### src/hdl/cts_params.svh
// Constants for the charge termination sequencer.
// Assumes a 10 MHz core clock; included by the sequencer only.
`ifndef CTS_PARAMS_SVH
`define CTS_PARAMS_SVH
`define CTS_CLK_HZ        10000000
`define CTS_TICK_US       500
`define CTS_TICK_CYC      ((`CTS_CLK_HZ / 1000000) * `CTS_TICK_US)
`define CTS_SEC_US        1000000
`define CTS_SEC_TICKS     (`CTS_SEC_US / `CTS_TICK_US)
`define CTS_FLASH_TICKS   (`CTS_SEC_TICKS / 2)
`define CTS_TOPOFF_US     62500
`define CTS_TOPOFF_TICKS  (`CTS_TOPOFF_US / `CTS_TICK_US)
`define CTS_MTO_S         3600
`define CTS_SAMPLE_DIV    128
`define CTS_HOLDOFF_DIV   32
`define CTS_QUIET_CYC     16
`define CTS_DROP_LSB      4
`define CTS_ADC_W         12
`define CTS_TMR_W         26
`endif

### src/hdl/cts_pkg.sv
// Types for the charge termination sequencer.
// Assumes nothing beyond the params header.
package cts_pkg;
  typedef enum logic [3:0] {
    CTS_IDLE     = 4'b0000,
    CTS_FAST_CC  = 4'b0001,
    CTS_FAST_CV  = 4'b0010,
    CTS_COND     = 4'b0011,
    CTS_SUSP_CUT = 4'b0100,
    CTS_MEASURE  = 4'b0101,
    CTS_TOPOFF   = 4'b0110,
    CTS_TOP_COLD = 4'b0111,
    CTS_TOP_HOT  = 4'b1000,
    CTS_TOP_CUT  = 4'b1001,
    CTS_TRICKLE  = 4'b1010,
    CTS_DONE     = 4'b1011
  } cts_state_t;

  typedef enum logic [1:0] {
    CTS_PIN_GROUND = 2'b00,
    CTS_PIN_DC     = 2'b01,
    CTS_PIN_ACTIVE = 2'b10
  } cts_pin_mode_t;

  // Comparator and strap levels from the analog front end
  typedef struct packed {
    logic cold;
    logic hot;
    logic cutoff;
    logic at_ceiling;
    logic current_low;
    logic cap_large;
    logic cap_small;
    logic res_low;
  } cts_sense_t;

  typedef struct packed {
    cts_state_t state;
    logic       lithium;
    logic       topoff_en;
    logic       peak_drop_detect;
  } cts_status_t;
endpackage

### src/hdl/cts_sequencer.sv
// Charge-cycle sequencer: timer, temperature faults, peak-drop, top-off, trickle.
// Assumes analog comparators and an ADC code outside; all their levels are async.
`timescale 1ns/100ps
`include "cts_params.svh"

// Notes on behaviour
// RULE1: Timer expiry in constant current means nickel; go top-off or trickle.
// RULE2: Cold pack in fast charge freezes timer, conditions, flashes indicator 1 Hz.
// RULE3: When cold clears, fast charge restarts with the frozen timer count.
// RULE4: Entering constant voltage adds one full period; constant current never exceeds one.
// RULE5: Nickel with top-off: timer cleared before top-off begins.
// RULE6: Hot comparator ignored during fast charge, honoured elsewhere.
// RULE7: Cutoff during fast charge ends it, suspends, indicator off.
// RULE8: After cutoff suspension, resume only in trickle once no longer hot.
// RULE9: Sample voltage every period/128, keep peak, flag drop by threshold.
// RULE10: Before each sample drive switch and timer pin low briefly.
// RULE11: Sampling only in constant current; ceiling watched in all phases (code checks it only in constant current, top-off and trickle).
// RULE12: Reaching ceiling marks lithium and stops sampling for the cycle.
// RULE13: In lithium voltage phase, low current ends fast charge.
// RULE14: After nickel fast charge measure capacitor to choose top-off.
// RULE15: Top-off starts cleared, ends on expiry, ceiling or temperature fault.
// RULE16: Top-off pulses switch once a second for one sixteenth second.
// RULE17: Indicator off throughout top-off and trickle maintenance.
// RULE18: Cold in top-off: pause timer, trickle pulses, resume when warm.
// RULE19: Hot in top-off: stop charge, timer runs; resume if time left.
// RULE20: Cutoff in top-off stops charge; only trickle once no longer hot.
// RULE21: Trickle pulses once a second, width set by resistor selection.
// RULE22: Timer pin grounded in sleep, steady when paused, running when active.
// RULE23: Peak-drop termination blocked for the first period/32 of fast charge.
// RULE24: Indicator held on throughout fast charge.
// RULE25: One tick base drives both the pulse second and the charge timer.
module cts_sequencer
  import cts_pkg::*;
#(
  parameter int TICK_CYC = `CTS_TICK_CYC,
  parameter int MTO_TICKS = `CTS_MTO_S * `CTS_SEC_TICKS,
  parameter int SEC_TICKS = `CTS_SEC_TICKS
) (
  input  wire logic                      core_clk,
  input  wire logic                      nrst,
  input  wire cts_pkg::cts_sense_t       sense,
  input  wire logic [`CTS_ADC_W-1:0]     cell_voltage_in,
  input  wire logic                      loop_on,
  input  wire logic                      start_fast,
  input  wire logic                      restart,
  input  wire logic                      sleep_req,
  input  wire logic [11:0]               trickle_width,
  output logic                           switch_drive,
  output logic                           charge_indicator_out,
  output logic                           charge_indicator_oe,
  output cts_pkg::cts_pin_mode_t         timer_program_pin,
  output cts_pkg::cts_status_t           status
);
  import cts_pkg::*;

  // Derived widths and tick counts
  localparam int SW = $bits(cts_sense_t) + 5;
  localparam int TW = `CTS_TMR_W;
  localparam logic [TW-1:0] MAX_CHARGE_TIME = TW'(MTO_TICKS);
  localparam logic [TW-1:0] SAMP = TW'(MTO_TICKS / `CTS_SAMPLE_DIV);
  localparam logic [TW-1:0] HOLD = TW'(MTO_TICKS / `CTS_HOLDOFF_DIV);

  // ----------------------------------------------------------------
  // Reset release and input synchronisers
  // ----------------------------------------------------------------
  logic [1:0]  rst_sq;
  logic        rst_n;
  logic [SW-1:0] s1_q, s2_q;
  logic [`CTS_ADC_W-1:0] a1_q, a2_q;

  // Two-flop reset release
  always_ff @(posedge core_clk or negedge nrst) begin
    if (!nrst) rst_sq <= 2'h0;
    else rst_sq <= {rst_sq[0], 1'b1};
  end
  assign rst_n = rst_sq[1];

  // ----------------------------------------------------------------
  // Pin level synchronisers
  // ----------------------------------------------------------------
  // Two-flop sync of every pin level except trickle_width
  always_ff @(posedge core_clk or negedge rst_n) begin
    if (!rst_n) begin
      s1_q <= '0;
      s2_q <= '0;
      a1_q <= '0;
      a2_q <= '0;
    end else begin
      s1_q <= {sense, loop_on, start_fast, restart, sleep_req, 1'b0};
      s2_q <= s1_q;
      a1_q <= cell_voltage_in;
      a2_q <= a1_q;
    end
  end

  // ----------------------------------------------------------------
  // Synchronised level unpack
  // ----------------------------------------------------------------
  cts_sense_t sn;
  logic loop_s, start_s, restart_s, sleep_s;
  // Fields in packing order
  assign sn        = s2_q[SW-1:5];
  assign loop_s    = s2_q[4];
  assign start_s   = s2_q[3];
  assign restart_s = s2_q[2];
  assign sleep_s   = s2_q[1];

  // ----------------------------------------------------------------
  // Time base
  // ----------------------------------------------------------------
  // Prescaler, second counter and tick
  logic [15:0] pre_q;
  logic [11:0] sec_q;
  logic        tick;
  assign tick = (pre_q == 16'(TICK_CYC - 1));

  // One tick feeds both the second and the timer [RULE25]
  always_ff @(posedge core_clk or negedge rst_n) begin
    if (!rst_n) begin
      pre_q <= 16'h0000;
      sec_q <= 12'h000;
    end else begin
      pre_q <= tick ? 16'h0000 : pre_q + 16'h0001;
      if (tick) sec_q <= (sec_q == 12'(SEC_TICKS - 1)) ? 12'h000 : sec_q + 12'h001;
    end
  end

  // ----------------------------------------------------------------
  // State, timer and peak tracking
  // ----------------------------------------------------------------
  // State, timer, sample and peak registers
  cts_state_t st_q, st_d;
  logic [TW:0] rem_q;
  logic [TW-1:0] samp_q;
  logic [5:0] quiet_q;
  logic [`CTS_ADC_W-1:0] peak_q;
  logic lith_q, top_q, pvd_q, cv_q, sampled_q;

  // ----------------------------------------------------------------
  // Decode helpers
  // ----------------------------------------------------------------
  // State is one of the two fast-charge phases
  function automatic logic is_fast(input cts_state_t s);
    return (s == CTS_FAST_CC) || (s == CTS_FAST_CV);
  endfunction

  // Timer and sampling conditions
  wire expired   = (rem_q == '0);
  wire fast      = is_fast(st_q);
  wire cc        = (st_q == CTS_FAST_CC);
  // Timer runs in fast charge, top-off and while hot in top-off [RULE19]
  wire tmr_run   = fast || st_q == CTS_TOPOFF || st_q == CTS_TOP_HOT;
  wire elapsed_ok = (MAX_CHARGE_TIME - rem_q[TW-1:0]) >= HOLD; // [RULE23]
  wire samp_due  = cc && !lith_q && tick && (samp_q == SAMP - TW'(1)); // [RULE9] [RULE11]
  wire quiet     = (quiet_q != 6'h00) && cc; // [RULE11]
  wire capture   = (quiet_q == 6'h01) && cc;
  wire [`CTS_ADC_W:0] drop_lvl = {1'b0, a2_q} + (`CTS_ADC_W+1)'(`CTS_DROP_LSB);
  wire drop_hit  = capture && sampled_q && elapsed_ok && (drop_lvl <= {1'b0, peak_q}); // [RULE9]
  // Large cap with low resistor enables, small cap disables [RULE14]
  wire top_sel   = sn.cap_large && sn.res_low && !sn.cap_small;

  // ----------------------------------------------------------------
  // State machine
  // ----------------------------------------------------------------
  // Next-state decode
  always_comb begin
    st_d = st_q;
    unique case (st_q)
      CTS_IDLE:     if (start_s) st_d = CTS_FAST_CC;
      CTS_FAST_CC, CTS_FAST_CV: begin
        // Hot comparator not consulted here [RULE6]
        if (sn.cutoff) st_d = CTS_SUSP_CUT; // [RULE7]
        else if (sn.cold) st_d = CTS_COND; // [RULE2]
        else if (cc && sn.at_ceiling) st_d = CTS_FAST_CV; // [RULE12]
        else if (cc && (expired || drop_hit)) st_d = CTS_MEASURE; // [RULE1] [RULE14]
        else if (!cc && (expired || sn.current_low)) st_d = CTS_DONE; // [RULE13]
      end
      CTS_COND:     if (!sn.cold) st_d = cv_q ? CTS_FAST_CV : CTS_FAST_CC; // [RULE3]
      CTS_SUSP_CUT: if (!sn.hot) st_d = CTS_TRICKLE; // [RULE8]
      CTS_MEASURE:  st_d = top_sel ? CTS_TOPOFF : CTS_TRICKLE; // [RULE1]
      CTS_TOPOFF: begin
        if (sn.at_ceiling) st_d = CTS_DONE; // [RULE15]
        else if (sn.cutoff) st_d = CTS_TOP_CUT; // [RULE20]
        else if (sn.hot) st_d = CTS_TOP_HOT; // [RULE19]
        else if (sn.cold) st_d = CTS_TOP_COLD; // [RULE18]
        else if (expired) st_d = CTS_TRICKLE; // [RULE15]
      end
      CTS_TOP_COLD: if (!sn.cold) st_d = CTS_TOPOFF; // [RULE18]
      CTS_TOP_HOT: begin
        if (sn.cutoff) st_d = CTS_TOP_CUT;
        else if (!sn.hot) st_d = expired ? CTS_TRICKLE : CTS_TOPOFF; // [RULE19]
      end
      CTS_TOP_CUT:  if (!sn.hot) st_d = CTS_TRICKLE; // [RULE20]
      CTS_TRICKLE:  if (sn.at_ceiling) st_d = CTS_DONE;
      CTS_DONE:     st_d = CTS_DONE;
      default:      st_d = CTS_IDLE;
    endcase
    if (restart_s || sleep_s) st_d = CTS_IDLE;
  end

  // State register
  always_ff @(posedge core_clk or negedge rst_n) begin
    if (!rst_n) st_q <= CTS_IDLE;
    else st_q <= st_d;
  end

  // ----------------------------------------------------------------
  // Charge timer and sample interval
  // ----------------------------------------------------------------
  // Charge timer: load, extend, clear, count down
  always_ff @(posedge core_clk or negedge rst_n) begin
    if (!rst_n) rem_q <= '0;
    else if (st_q == CTS_IDLE) rem_q <= {1'b0, MAX_CHARGE_TIME};
    else if (cc && st_d == CTS_FAST_CV) rem_q <= rem_q + {1'b0, MAX_CHARGE_TIME}; // [RULE4]
    else if (st_q == CTS_MEASURE) rem_q <= {1'b0, MAX_CHARGE_TIME}; // [RULE5] [RULE15]
    else if (tmr_run && tick && !expired) rem_q <= rem_q - (TW+1)'(1); // [RULE2]
  end

  // Sample interval counter and quiet window
  always_ff @(posedge core_clk or negedge rst_n) begin
    if (!rst_n) begin
      samp_q  <= '0;
      quiet_q <= 6'h00;
    end else begin
      if (st_q == CTS_IDLE || samp_due) samp_q <= '0;
      else if (cc && tick) samp_q <= samp_q + TW'(1);
      if (samp_due) quiet_q <= 6'(`CTS_QUIET_CYC); // [RULE10]
      else if (!cc) quiet_q <= 6'h00; // [RULE11]
      else if (quiet) quiet_q <= quiet_q - 6'h01;
    end
  end

  // ----------------------------------------------------------------
  // Peak tracking and chemistry
  // ----------------------------------------------------------------
  // Peak, chemistry, top-off choice and termination flags
  always_ff @(posedge core_clk or negedge rst_n) begin
    if (!rst_n) begin
      peak_q <= '0;
      sampled_q <= 1'b0;
      lith_q <= 1'b0;
      top_q <= 1'b0;
      pvd_q <= 1'b0;
      cv_q <= 1'b0;
    end else if (st_q == CTS_IDLE) begin
      peak_q <= '0;
      sampled_q <= 1'b0;
      lith_q <= 1'b0;
      top_q <= 1'b0;
      pvd_q <= 1'b0;
      cv_q <= 1'b0;
    end else begin
      if (capture && a2_q > peak_q) peak_q <= a2_q; // [RULE9]
      if (capture) sampled_q <= 1'b1;
      if (drop_hit && cc) pvd_q <= 1'b1;
      if (cc && st_d == CTS_FAST_CV) begin
        lith_q <= 1'b1; // [RULE12]
        cv_q <= 1'b1;
      end
      // Top-off choice latched while measuring [RULE14]
      if (st_q == CTS_MEASURE) top_q <= top_sel;
    end
  end

  // ----------------------------------------------------------------
  // Outputs
  // ----------------------------------------------------------------
  // Pulse windows within each second
  wire top_pulse = (sec_q < 12'(`CTS_TOPOFF_TICKS)); // [RULE16]
  wire trk_pulse = (sec_q < trickle_width); // [RULE21]
  wire flash_on  = (sec_q < 12'(`CTS_FLASH_TICKS)); // [RULE2]
  wire trk_state = (st_q == CTS_TRICKLE && !sn.hot) || st_q == CTS_TOP_COLD; // [RULE18]
  wire sw_d = (quiet || sleep_s) ? 1'b0 :               // [RULE10]
              fast ? loop_s :
              (st_q == CTS_TOPOFF) ? top_pulse :         // [RULE16]
              trk_state ? trk_pulse : 1'b0;              // [RULE21]
  wire led_d = fast || (st_q == CTS_IDLE || st_q == CTS_COND) && flash_on; // [RULE24] [RULE17]
  // Timer pin mode
  cts_pin_mode_t pin_d;
  assign pin_d = (sleep_s || quiet) ? CTS_PIN_GROUND :  // [RULE22] [RULE10]
                 (tmr_run || st_q == CTS_DONE) ? CTS_PIN_ACTIVE : CTS_PIN_DC;

  // ----------------------------------------------------------------
  // Pin drive registers
  // ----------------------------------------------------------------
  // Registered pin drives
  always_ff @(posedge core_clk or negedge rst_n) begin
    if (!rst_n) begin
      switch_drive <= 1'b0;
      charge_indicator_oe <= 1'b0;
      timer_program_pin <= CTS_PIN_DC;
    end else begin
      switch_drive <= sw_d;
      charge_indicator_oe <= led_d; // Low pull lights indicator [RULE7]
      timer_program_pin <= pin_d;
    end
  end

  // Indicator pin and status word
  assign charge_indicator_out = 1'b0;
  assign status = '{state: st_q, lithium: lith_q, topoff_en: top_q, peak_drop_detect: pvd_q};
endmodule

### config.mk
export PLATFORM = sky130hd
export DESIGN_NAME = cts_sequencer
export DESIGN_NICKNAME = d
export VERILOG_FILES = /design/src/hdl/cts_pkg.sv /design/src/hdl/cts_sequencer.sv
export VERILOG_INCLUDE_DIRS = /design/src /design/src/hdl
export SDC_FILE = /design/constraint.sdc
export NUM_CORES = 1
export LEC_CHECK = 0
export BUFFER_PORTS_ARGS = -buffer_cell sky130_fd_sc_hd__buf_2
export CAP_MARGIN = 10
export CELL_PAD_IN_SITES_DETAIL_PLACEMENT = 1
export CELL_PAD_IN_SITES_GLOBAL_PLACEMENT = 1
export CORE_ASPECT_RATIO = 1.25
export CORE_MARGIN = 2
export CORE_UTILIZATION = 53
export CTS_BUF_LIST = sky130_fd_sc_hd__clkbuf_8
export CTS_CLUSTER_DIAMETER = 60
export CTS_CLUSTER_SIZE = 30
export DETAILED_ROUTE_END_ITERATION = 12
export PLACE_DENSITY_LB_ADDON = 0.1
export SLEW_MARGIN = 5
export SYNTH_ARGS = -nofsm -noshare
export SYNTH_HDL_FRONTEND = slang
export SYNTH_SLANG_ARGS = --single-unit
### constraint.sdc
create_clock -name core_clk -period 12.43 [get_ports core_clk]
set_input_delay 1.243 -clock core_clk [delete_from_list [all_inputs] [get_ports core_clk]]
set_output_delay 1.243 -clock core_clk [all_outputs]
set_load 0.05 [all_outputs]
; After elaboration in Yosys (flattened, before gate mapping)
; Cells that the tools add are included.
[word_totals]
ff_bits = 161
inputBits = 38
output_inout_bits = 12
wordCells = 149
[classes]
addsub = 8
n_lt_le_gt_ge = 6
n_eq_ne = 17
n_mux = 49
reduce_logical = 50
[op_table]
columns = op, count
row1 = $mux W27, 4
row2 = $mux W4, 20
row3 = $mux W26, 2
row4 = $pmux W4 S10, 1
row5 = $mux W12, 3
row6 = $add A27 B23 Y27 const B, 1
row7 = $logic_not A27 Y1, 1
row8 = $sub A27 B1 Y27 const B, 1
row9 = $add A26 B1 Y26 const B, 1
row10 = $eq A26 B16 Y1 const B, 1
row11 = $ge A26 B18 Y1 const B, 1
row12 = $sub A23 B26 Y26 const A, 1
row13 = $logic_and A1 B1 Y1, 21
row14 = $mux W6, 3
row15 = $add A16 B1 Y16 const B, 1
row16 = $eq A16 B13 Y1 const B, 1
row17 = $eq A4 B3 Y1 const B, 4
row18 = $eq A4 B4 Y1 const B, 4
row19 = $mux W16, 1
row20 = $add A12 B3 Y13 const B, 1
row21 = $le A13 B12 Y1, 1
row22 = $add A12 B1 Y12 const B, 1
row23 = $eq A12 B11 Y1 const B, 1
row24 = $eq A4 B2 Y1 const B, 3
row25 = 17 further kinds, 51

; Longest topological paths before layout
[logic_depth]
word_depth = 17
ltp_mapped = 14

; Least setup slack after synthesis
; No wires, ideal clock.
[synth_timing]
path_type = reg-to-reg
startpoint = register rem_q[0]
endpoint = register rem_q[12]
setup_ps = 123
arrival_time_ps = 3327
required_time_ps = 12307
setup_slack_ps = 8980
path_stages_with_launch = 13
n_path_buf = 2
synth_period_minus_slack_ps = 3450
path_cell_list = dfrtp_1 -> inv_1 -> ha_1 -> or4b_1 -> or4_1 -> buf_6 -> nor4_4 -> o22ai_2 -> or3_1 -> buf_6 -> mux2_4 -> o31ai_2 -> nand2_1
[synth_via]
elab_chain_len = 16
elab_cells_between_ends = 35
cone_classes = add/sub: 3 / order compare: 1 / eq/ne: 1 / mux: 19 / reduce/logical: 11
[synth_lines]
columns = item, line_no
row1 = "start, declared", cts_sequencer.sv:133  ; logic [TW:0] rem_q;
row2 = "start signal, assigned", cts_sequencer.sv:213  ; else if (st_q == CTS_IDLE) rem_q <= {1'b0, MAX_CHARGE_TIME};
row3 = "start signal, assigned", cts_sequencer.sv:214  ; else if (cc && st_d == CTS_FAST_CV) rem_q <= rem_q + {1'b0, MAX_CHARGE_TIME};
row4 = "start signal, assigned", cts_sequencer.sv:215  ; else if (st_q == CTS_MEASURE) rem_q <= {1'b0, MAX_CHARGE_TIME};
row5 = $sub A23 B26 Y26, cts_sequencer.sv:153  ; wire elapsed_ok = (MAX_CHARGE_TIME - rem_q[TW-1:0]) >= HOLD;
row6 = $ge A26 B18 Y1, cts_sequencer.sv:153
row7 = $logic_and A1 B1 Y1 (2 in series), cts_sequencer.sv:158  ; wire drop_hit = capture && sampled_q && elapsed_ok && (drop_lvl <= {1'b0, peak_q});
row8 = $logic_or A1 B1 Y1, cts_sequencer.sv:175  ; else if (cc && (expired || drop_hit)) st_d = CTS_MEASURE;
row9 = $logic_and A1 B1 Y1, cts_sequencer.sv:175
row10 = $mux W4, cts_sequencer.sv:175
row11 = $mux W4, cts_sequencer.sv:174  ; else if (cc && sn.at_ceiling) st_d = CTS_FAST_CV;
row12 = $mux W4, cts_sequencer.sv:173  ; else if (sn.cold) st_d = CTS_COND;
row13 = $mux W4, cts_sequencer.sv:172  ; if (sn.cutoff) st_d = CTS_SUSP_CUT;
row14 = $pmux W4 S10, cts_sequencer.sv:168  ; unique case (st_q)
row15 = $mux W4, cts_sequencer.sv:198  ; if (restart_s || sleep_s) st_d = CTS_IDLE;
row16 = $eq A4 B2 Y1, cts_sequencer.sv:214
row17 = $logic_and A1 B1 Y1, cts_sequencer.sv:214
row18 = $mux W27, cts_sequencer.sv:214
row19 = $mux W27, cts_sequencer.sv:213
; Parallel ways exist; a longest one is shown, timed or not. The select of a mux whose other input is x is not followed.
; A chain may end at the register's enable or synchronous reset.

; Worst setup path in the final report
; Same ends and word-level chain as after synthesis.

==> metrics.txt <==
# TYPE chip_impl_metric gauge
chip_impl_info{name="endpoint_kind",value="flip-flop"} 1
chip_impl_metric{name="track_usage",unit="%"} 28.25
chip_impl_metric{name="data_arrival_time_at_the_worst_slack_endpoint",unit="ns"} 4.62
chip_impl_info{name="final_common_cell",value="sky130_fd_sc_hd__dfrtp_1"} 1
chip_impl_metric{name="cts_htree_levels",unit=""} 4
chip_impl_metric{name="globalRoute.totalOverflow",unit=""} 0
chip_impl_metric{name="cap_viol_max_count",unit=""} 0
chip_impl_metric{name="row_count",unit=""} 54
chip_impl_metric{name="initial_core_util",unit="%"} 53.78
chip_impl_metric{name="synth.ff_latch_count",unit=""} 161
chip_impl_metric{name="dpl_cell_area",unit="um^2"} 9716
chip_impl_info{name="path_delay_family",value="simple AND/OR/NAND/NOR gates"} 1
chip_impl_metric{name="route.antenna.remaining_nets",unit=""} 0
chip_impl_metric{name="ys.warnings.count",unit=""} 0
chip_impl_metric{name="route.detailed.vias_per_inst",unit=""} 6.115
chip_impl_info{name="clock_tree_from_tritoncts",value="yes"} 1
chip_impl_info{name="setup.worst_path.start_class",value="flip-flop"} 1
chip_impl_metric{name="clk-insertion-delay-late",unit="ns"} 0.46
chip_impl_info{name="r2r_start",value="rem_q[0]"} 1
chip_impl_metric{name="setup_slack_of_the_worst_register_to_register_path",unit="ns"} 8.16
chip_impl_metric{name="total_leakage_power",unit="uW"} 0.004390
chip_impl_metric{name="post-route-drc-count",unit=""} 0
chip_impl_metric{name="dr_wl_met2",unit="mm"} 13.05
chip_impl_metric{name="pin_count_of_the_biggest_net_entering_global_routing",unit=""} 59
chip_impl_metric{name="grt_pass1_vias",unit=""} 8355
chip_impl_info{name="ys.flop_type",value="sky130_fd_sc_hd__dfrtp_1"} 1
chip_impl_metric{name="worst_clock_skew_on_the_final_layout",unit="ns"} 0.01684
chip_impl_metric{name="drive_above_1_share",unit="%"} 11.80
chip_impl_metric{name="drv_slew",unit=""} 0
chip_impl_metric{name="tritoncts_sink_count",unit=""} 161
chip_impl_metric{name="synthesis.area",unit="um^2"} 9303
chip_impl_metric{name="ys_seq_area_share",unit="%"} 43.32
chip_impl_metric{name="flow.area_growth_from_synthesis",unit="%"} 8.366
chip_impl_info{name="maxUsedRoutingLayer",value="met4"} 1
chip_impl_info{name="grt_setup_unrepaired",value="false"} 1
chip_impl_metric{name="worst_slew_pin_slew",unit="ns"} 0.9386
chip_impl_info{name="timing.hold.worst.class",value="reg2reg"} 1
chip_impl_metric{name="cts_hold_buffers",unit=""} 0
chip_impl_info{name="most-common-layout-cells",value="sky130_fd_sc_hd__dfrtp_1, sky130_fd_sc_hd__nor2_1, sky130_fd_sc_hd__nand2_1"} 1
chip_impl_info{name="timing.hold.worst_endpoint",value="a2_q[2]"} 1
chip_impl_info{name="clockRootBuffer",value="sky130_fd_sc_hd__clkbuf_8"} 1
chip_impl_metric{name="clock.fmax",unit="MHz"} 234.4
chip_impl_metric{name="grt_antenna_before_repair",unit=""} 1
chip_impl_metric{name="period_share",unit="%"} 34.32
chip_impl_info{name="timing.critical_path.slowest_stage_cell",value="sky130_fd_sc_hd__or4_1"} 1
chip_impl_metric{name="average_cell_area_after_synthesis",unit="um^2"} 9.220
chip_impl_metric{name="die-height",unit="um"} 152.1
chip_impl_info{name="path_cells",value="inv_1 > ha_1 > or4b_1 > or4_1 > nor3_2 > o41a_1 > or3_1 > mux2_4 > o31ai_2 > nand2_1"} 1
chip_impl_metric{name="post_synth_inst_count",unit=""} 1009
chip_impl_metric{name="wl_met1",unit="mm"} 10.19
chip_impl_metric{name="clkSlewWorstSetupHoldPaths",unit="ns"} 0.09
chip_impl_metric{name="detailedRoute.firstIterationViolations",unit=""} 420
chip_impl_info{name="min_from",value="a1_q[2]"} 1
chip_impl_metric{name="final.fill_count",unit=""} 2043
chip_impl_metric{name="critical_path_peak_fanout",unit=""} 18
chip_impl_metric{name="fin_setup_tns",unit="ns"} 0
chip_impl_metric{name="hold_viol_final",unit=""} 0
chip_impl_metric{name="finish.net_count",unit=""} 1122
chip_impl_metric{name="portBuffers",unit=""} 48
chip_impl_metric{name="route.vias.total",unit=""} 7803
chip_impl_metric{name="postCtsSetupBuffers",unit=""} 0
chip_impl_metric{name="wl_per_cell",unit="um"} 19.49
chip_impl_metric{name="total_of_endpoints_with_negative_setup_slack_in_the_final_report",unit=""} 0
chip_impl_metric{name="max_vdd_drop",unit="V"} 0.00007105
chip_impl_metric{name="drt_pass1_iterations",unit=""} 5
chip_impl_metric{name="cts_resized",unit=""} 0
chip_impl_metric{name="maxSlewHeadroom",unit="%"} 37.20
chip_impl_metric{name="finish.instance_area",unit="um^2"} 10080
chip_impl_metric{name="clockBufferDepth",unit=""} 2
chip_impl_metric{name="power_density",unit="nW/um^2"} 97.60
chip_impl_metric{name="slowest_delay",unit="ns"} 0.75
chip_impl_metric{name="critical_path_required",unit="ns"} 12.79
chip_impl_metric{name="syn_nets",unit=""} 1093
chip_impl_metric{name="period_needed",unit="ns"} 4.266
chip_impl_metric{name="globalplace.congestion",unit=""} 0.8486
chip_impl_metric{name="worst_hold_slack",unit="ns"} 0.3499
chip_impl_info{name="critical_path.reg2reg.endpoint",value="rem_q[12]"} 1
chip_impl_metric{name="grt_first_pass_wirelength",unit="mm"} 41.96
chip_impl_metric{name="worstRegToRegCells",unit=""} 10
chip_impl_info{name="worstSetupPathType",value="reg2reg"} 1
chip_impl_metric{name="hpwl",unit="mm"} 18.13
chip_impl_metric{name="timing.hold.worst_path_depth",unit=""} 0
chip_impl_metric{name="area_of_the_die",unit="um^2"} 18630
chip_impl_metric{name="synth_async_sr_flop_share",unit="%"} 100.0
chip_impl_metric{name="total_buffers_and_inverters_traversed_by_the_critical_path",unit=""} 1
chip_impl_metric{name="post_synth_edffs",unit=""} 0
chip_impl_metric{name="synth_cell_type_count",unit=""} 81
chip_impl_metric{name="boundaryPins",unit=""} 50
chip_impl_info{name="status",value="completed"} 1
chip_impl_metric{name="drt_total_wl",unit="mm"} 24.87
chip_impl_metric{name="routed-wl-met3",unit="um"} 970
chip_impl_metric{name="timing.critical_path.depth",unit=""} 10
chip_impl_metric{name="chipWidth",unit="um"} 122.5
chip_impl_metric{name="placeableCoreArea",unit="um^2"} 17300
chip_impl_metric{name="cts-buffers-inserted",unit=""} 17
through the flow:
step	util (%)	power, uW	instances	setup slack (ns)
final	58.28	983.9	1276	8.164
after global routing	58.28	1027	1276	7.958
after CTS	58.27	994.1	1275	8.196
after detailed placement	56.17	635.8	1243	8.250
after global placement	56.17	632.8	1243	8.375
after floorplan	-	607.4	1009	7.614
area by class of cell:
| cell class | count | area, um^2 | share of cell area (%) |
|---|---|---|---|
| multi-input cells | 750 | 4887 | 48.48 |
| flip-flops and latches | 161 | 4034 | 40.01 |
| repair buffers | 61 | 337.8 | 3.351 |
| well taps | 224 | 280.3 | 2.780 |
| clock buffers | 17 | 234.0 | 2.321 |
| inverters | 47 | 176.4 | 1.750 |
| clock inverters | 15 | 128.9 | 1.278 |
| diodes | 1 | 2.502 | 0.02482 |
state kept, by name, indices dropped and copies added, names as in the netlist, 2 cells and up:
register and cells:
s2_q 12, s1_q 12, st_q 4, rem_q 27
peak_q 12, a1_q 12, a2_q 12, pre_q 16
quiet_q 6, timer_program_pin 2, sec_q 12, samp_q 26
rst_sq 2
worst reg2reg max path, cell delays in order, from the launching register on:
cell and delay (ns):
sky130_fd_sc_hd__dfrtp_1 0.42, sky130_fd_sc_hd__inv_1 0.11, sky130_fd_sc_hd__ha_1 0.29, sky130_fd_sc_hd__or4b_1 0.50, sky130_fd_sc_hd__or4_1 0.75, sky130_fd_sc_hd__nor3_2 0.43
sky130_fd_sc_hd__o41a_1 0.37, sky130_fd_sc_hd__or3_1 0.66, sky130_fd_sc_hd__mux2_4 0.38, sky130_fd_sc_hd__o31ai_2 0.17, sky130_fd_sc_hd__nand2_1 0.07
metal layers:
layer  GRT usage [%]  up-vias
met5               0        -
met4           10.67        0
met3           4.955       55
met2           49.34      180
met1           34.33     3887
li1                -     3681
cells in the mapped netlist, drive strengths merged, types with 10 or more instances:
master / n / share of area [%]
a21o: 12 / 0.97
a21oi: 44 / 2.4
a31oi: 16 / 1.1
and3: 14 / 0.94
buf: 14 / 0.95
clkbuf: 37 / 1.5
dfrtp: 160 / 43
ha: 46 / 6.2
inv: 47 / 1.9
mux2: 12 / 1.5
nand2: 80 / 3.2
nand2b: 10 / 0.67
nand3: 57 / 3.1
nand4: 16 / 1.1
nor2: 111 / 4.5
nor2b: 10 / 0.67
nor3: 29 / 1.7
nor4: 14 / 1.2
o21ai: 51 / 2.7
o31ai: 21 / 1.8
or3: 14 / 0.94
xnor2: 33 / 3.1
xor2: 31 / 2.9
cells by family after synthesis:
kind of cell / share of synthesized area (%)
flip-flops: 43.32
AO/OA/AOI/OAI: 15.59
multiplexers: 2.461
AND/OR/NAND/NOR: 21.99
XOR/XNOR: 6.026
buffers and inverters: 4.344
adder cells (fa/ha/maj): 6.187
other: 0.08073
power by group:
group          internal (uW)  switching [uW]
Combinational           26.9            47.8
Sequential               534            16.4
Clock                    143             216
Total                    704             280
worst max path at each step:
stage | from | endpoint
after global routing | rem_q[0] | rem_q[12]
after global placement | rem_q[0] | rem_q[12]
after floorplan | rst_sq[1] | a1_q[0]
final | rem_q[0] | rem_q[12]
after detailed placement | rem_q[0] | rem_q[12]
after CTS | rem_q[0] | rem_q[12]
Note: power is estimated with default switching activity, not from simulation.
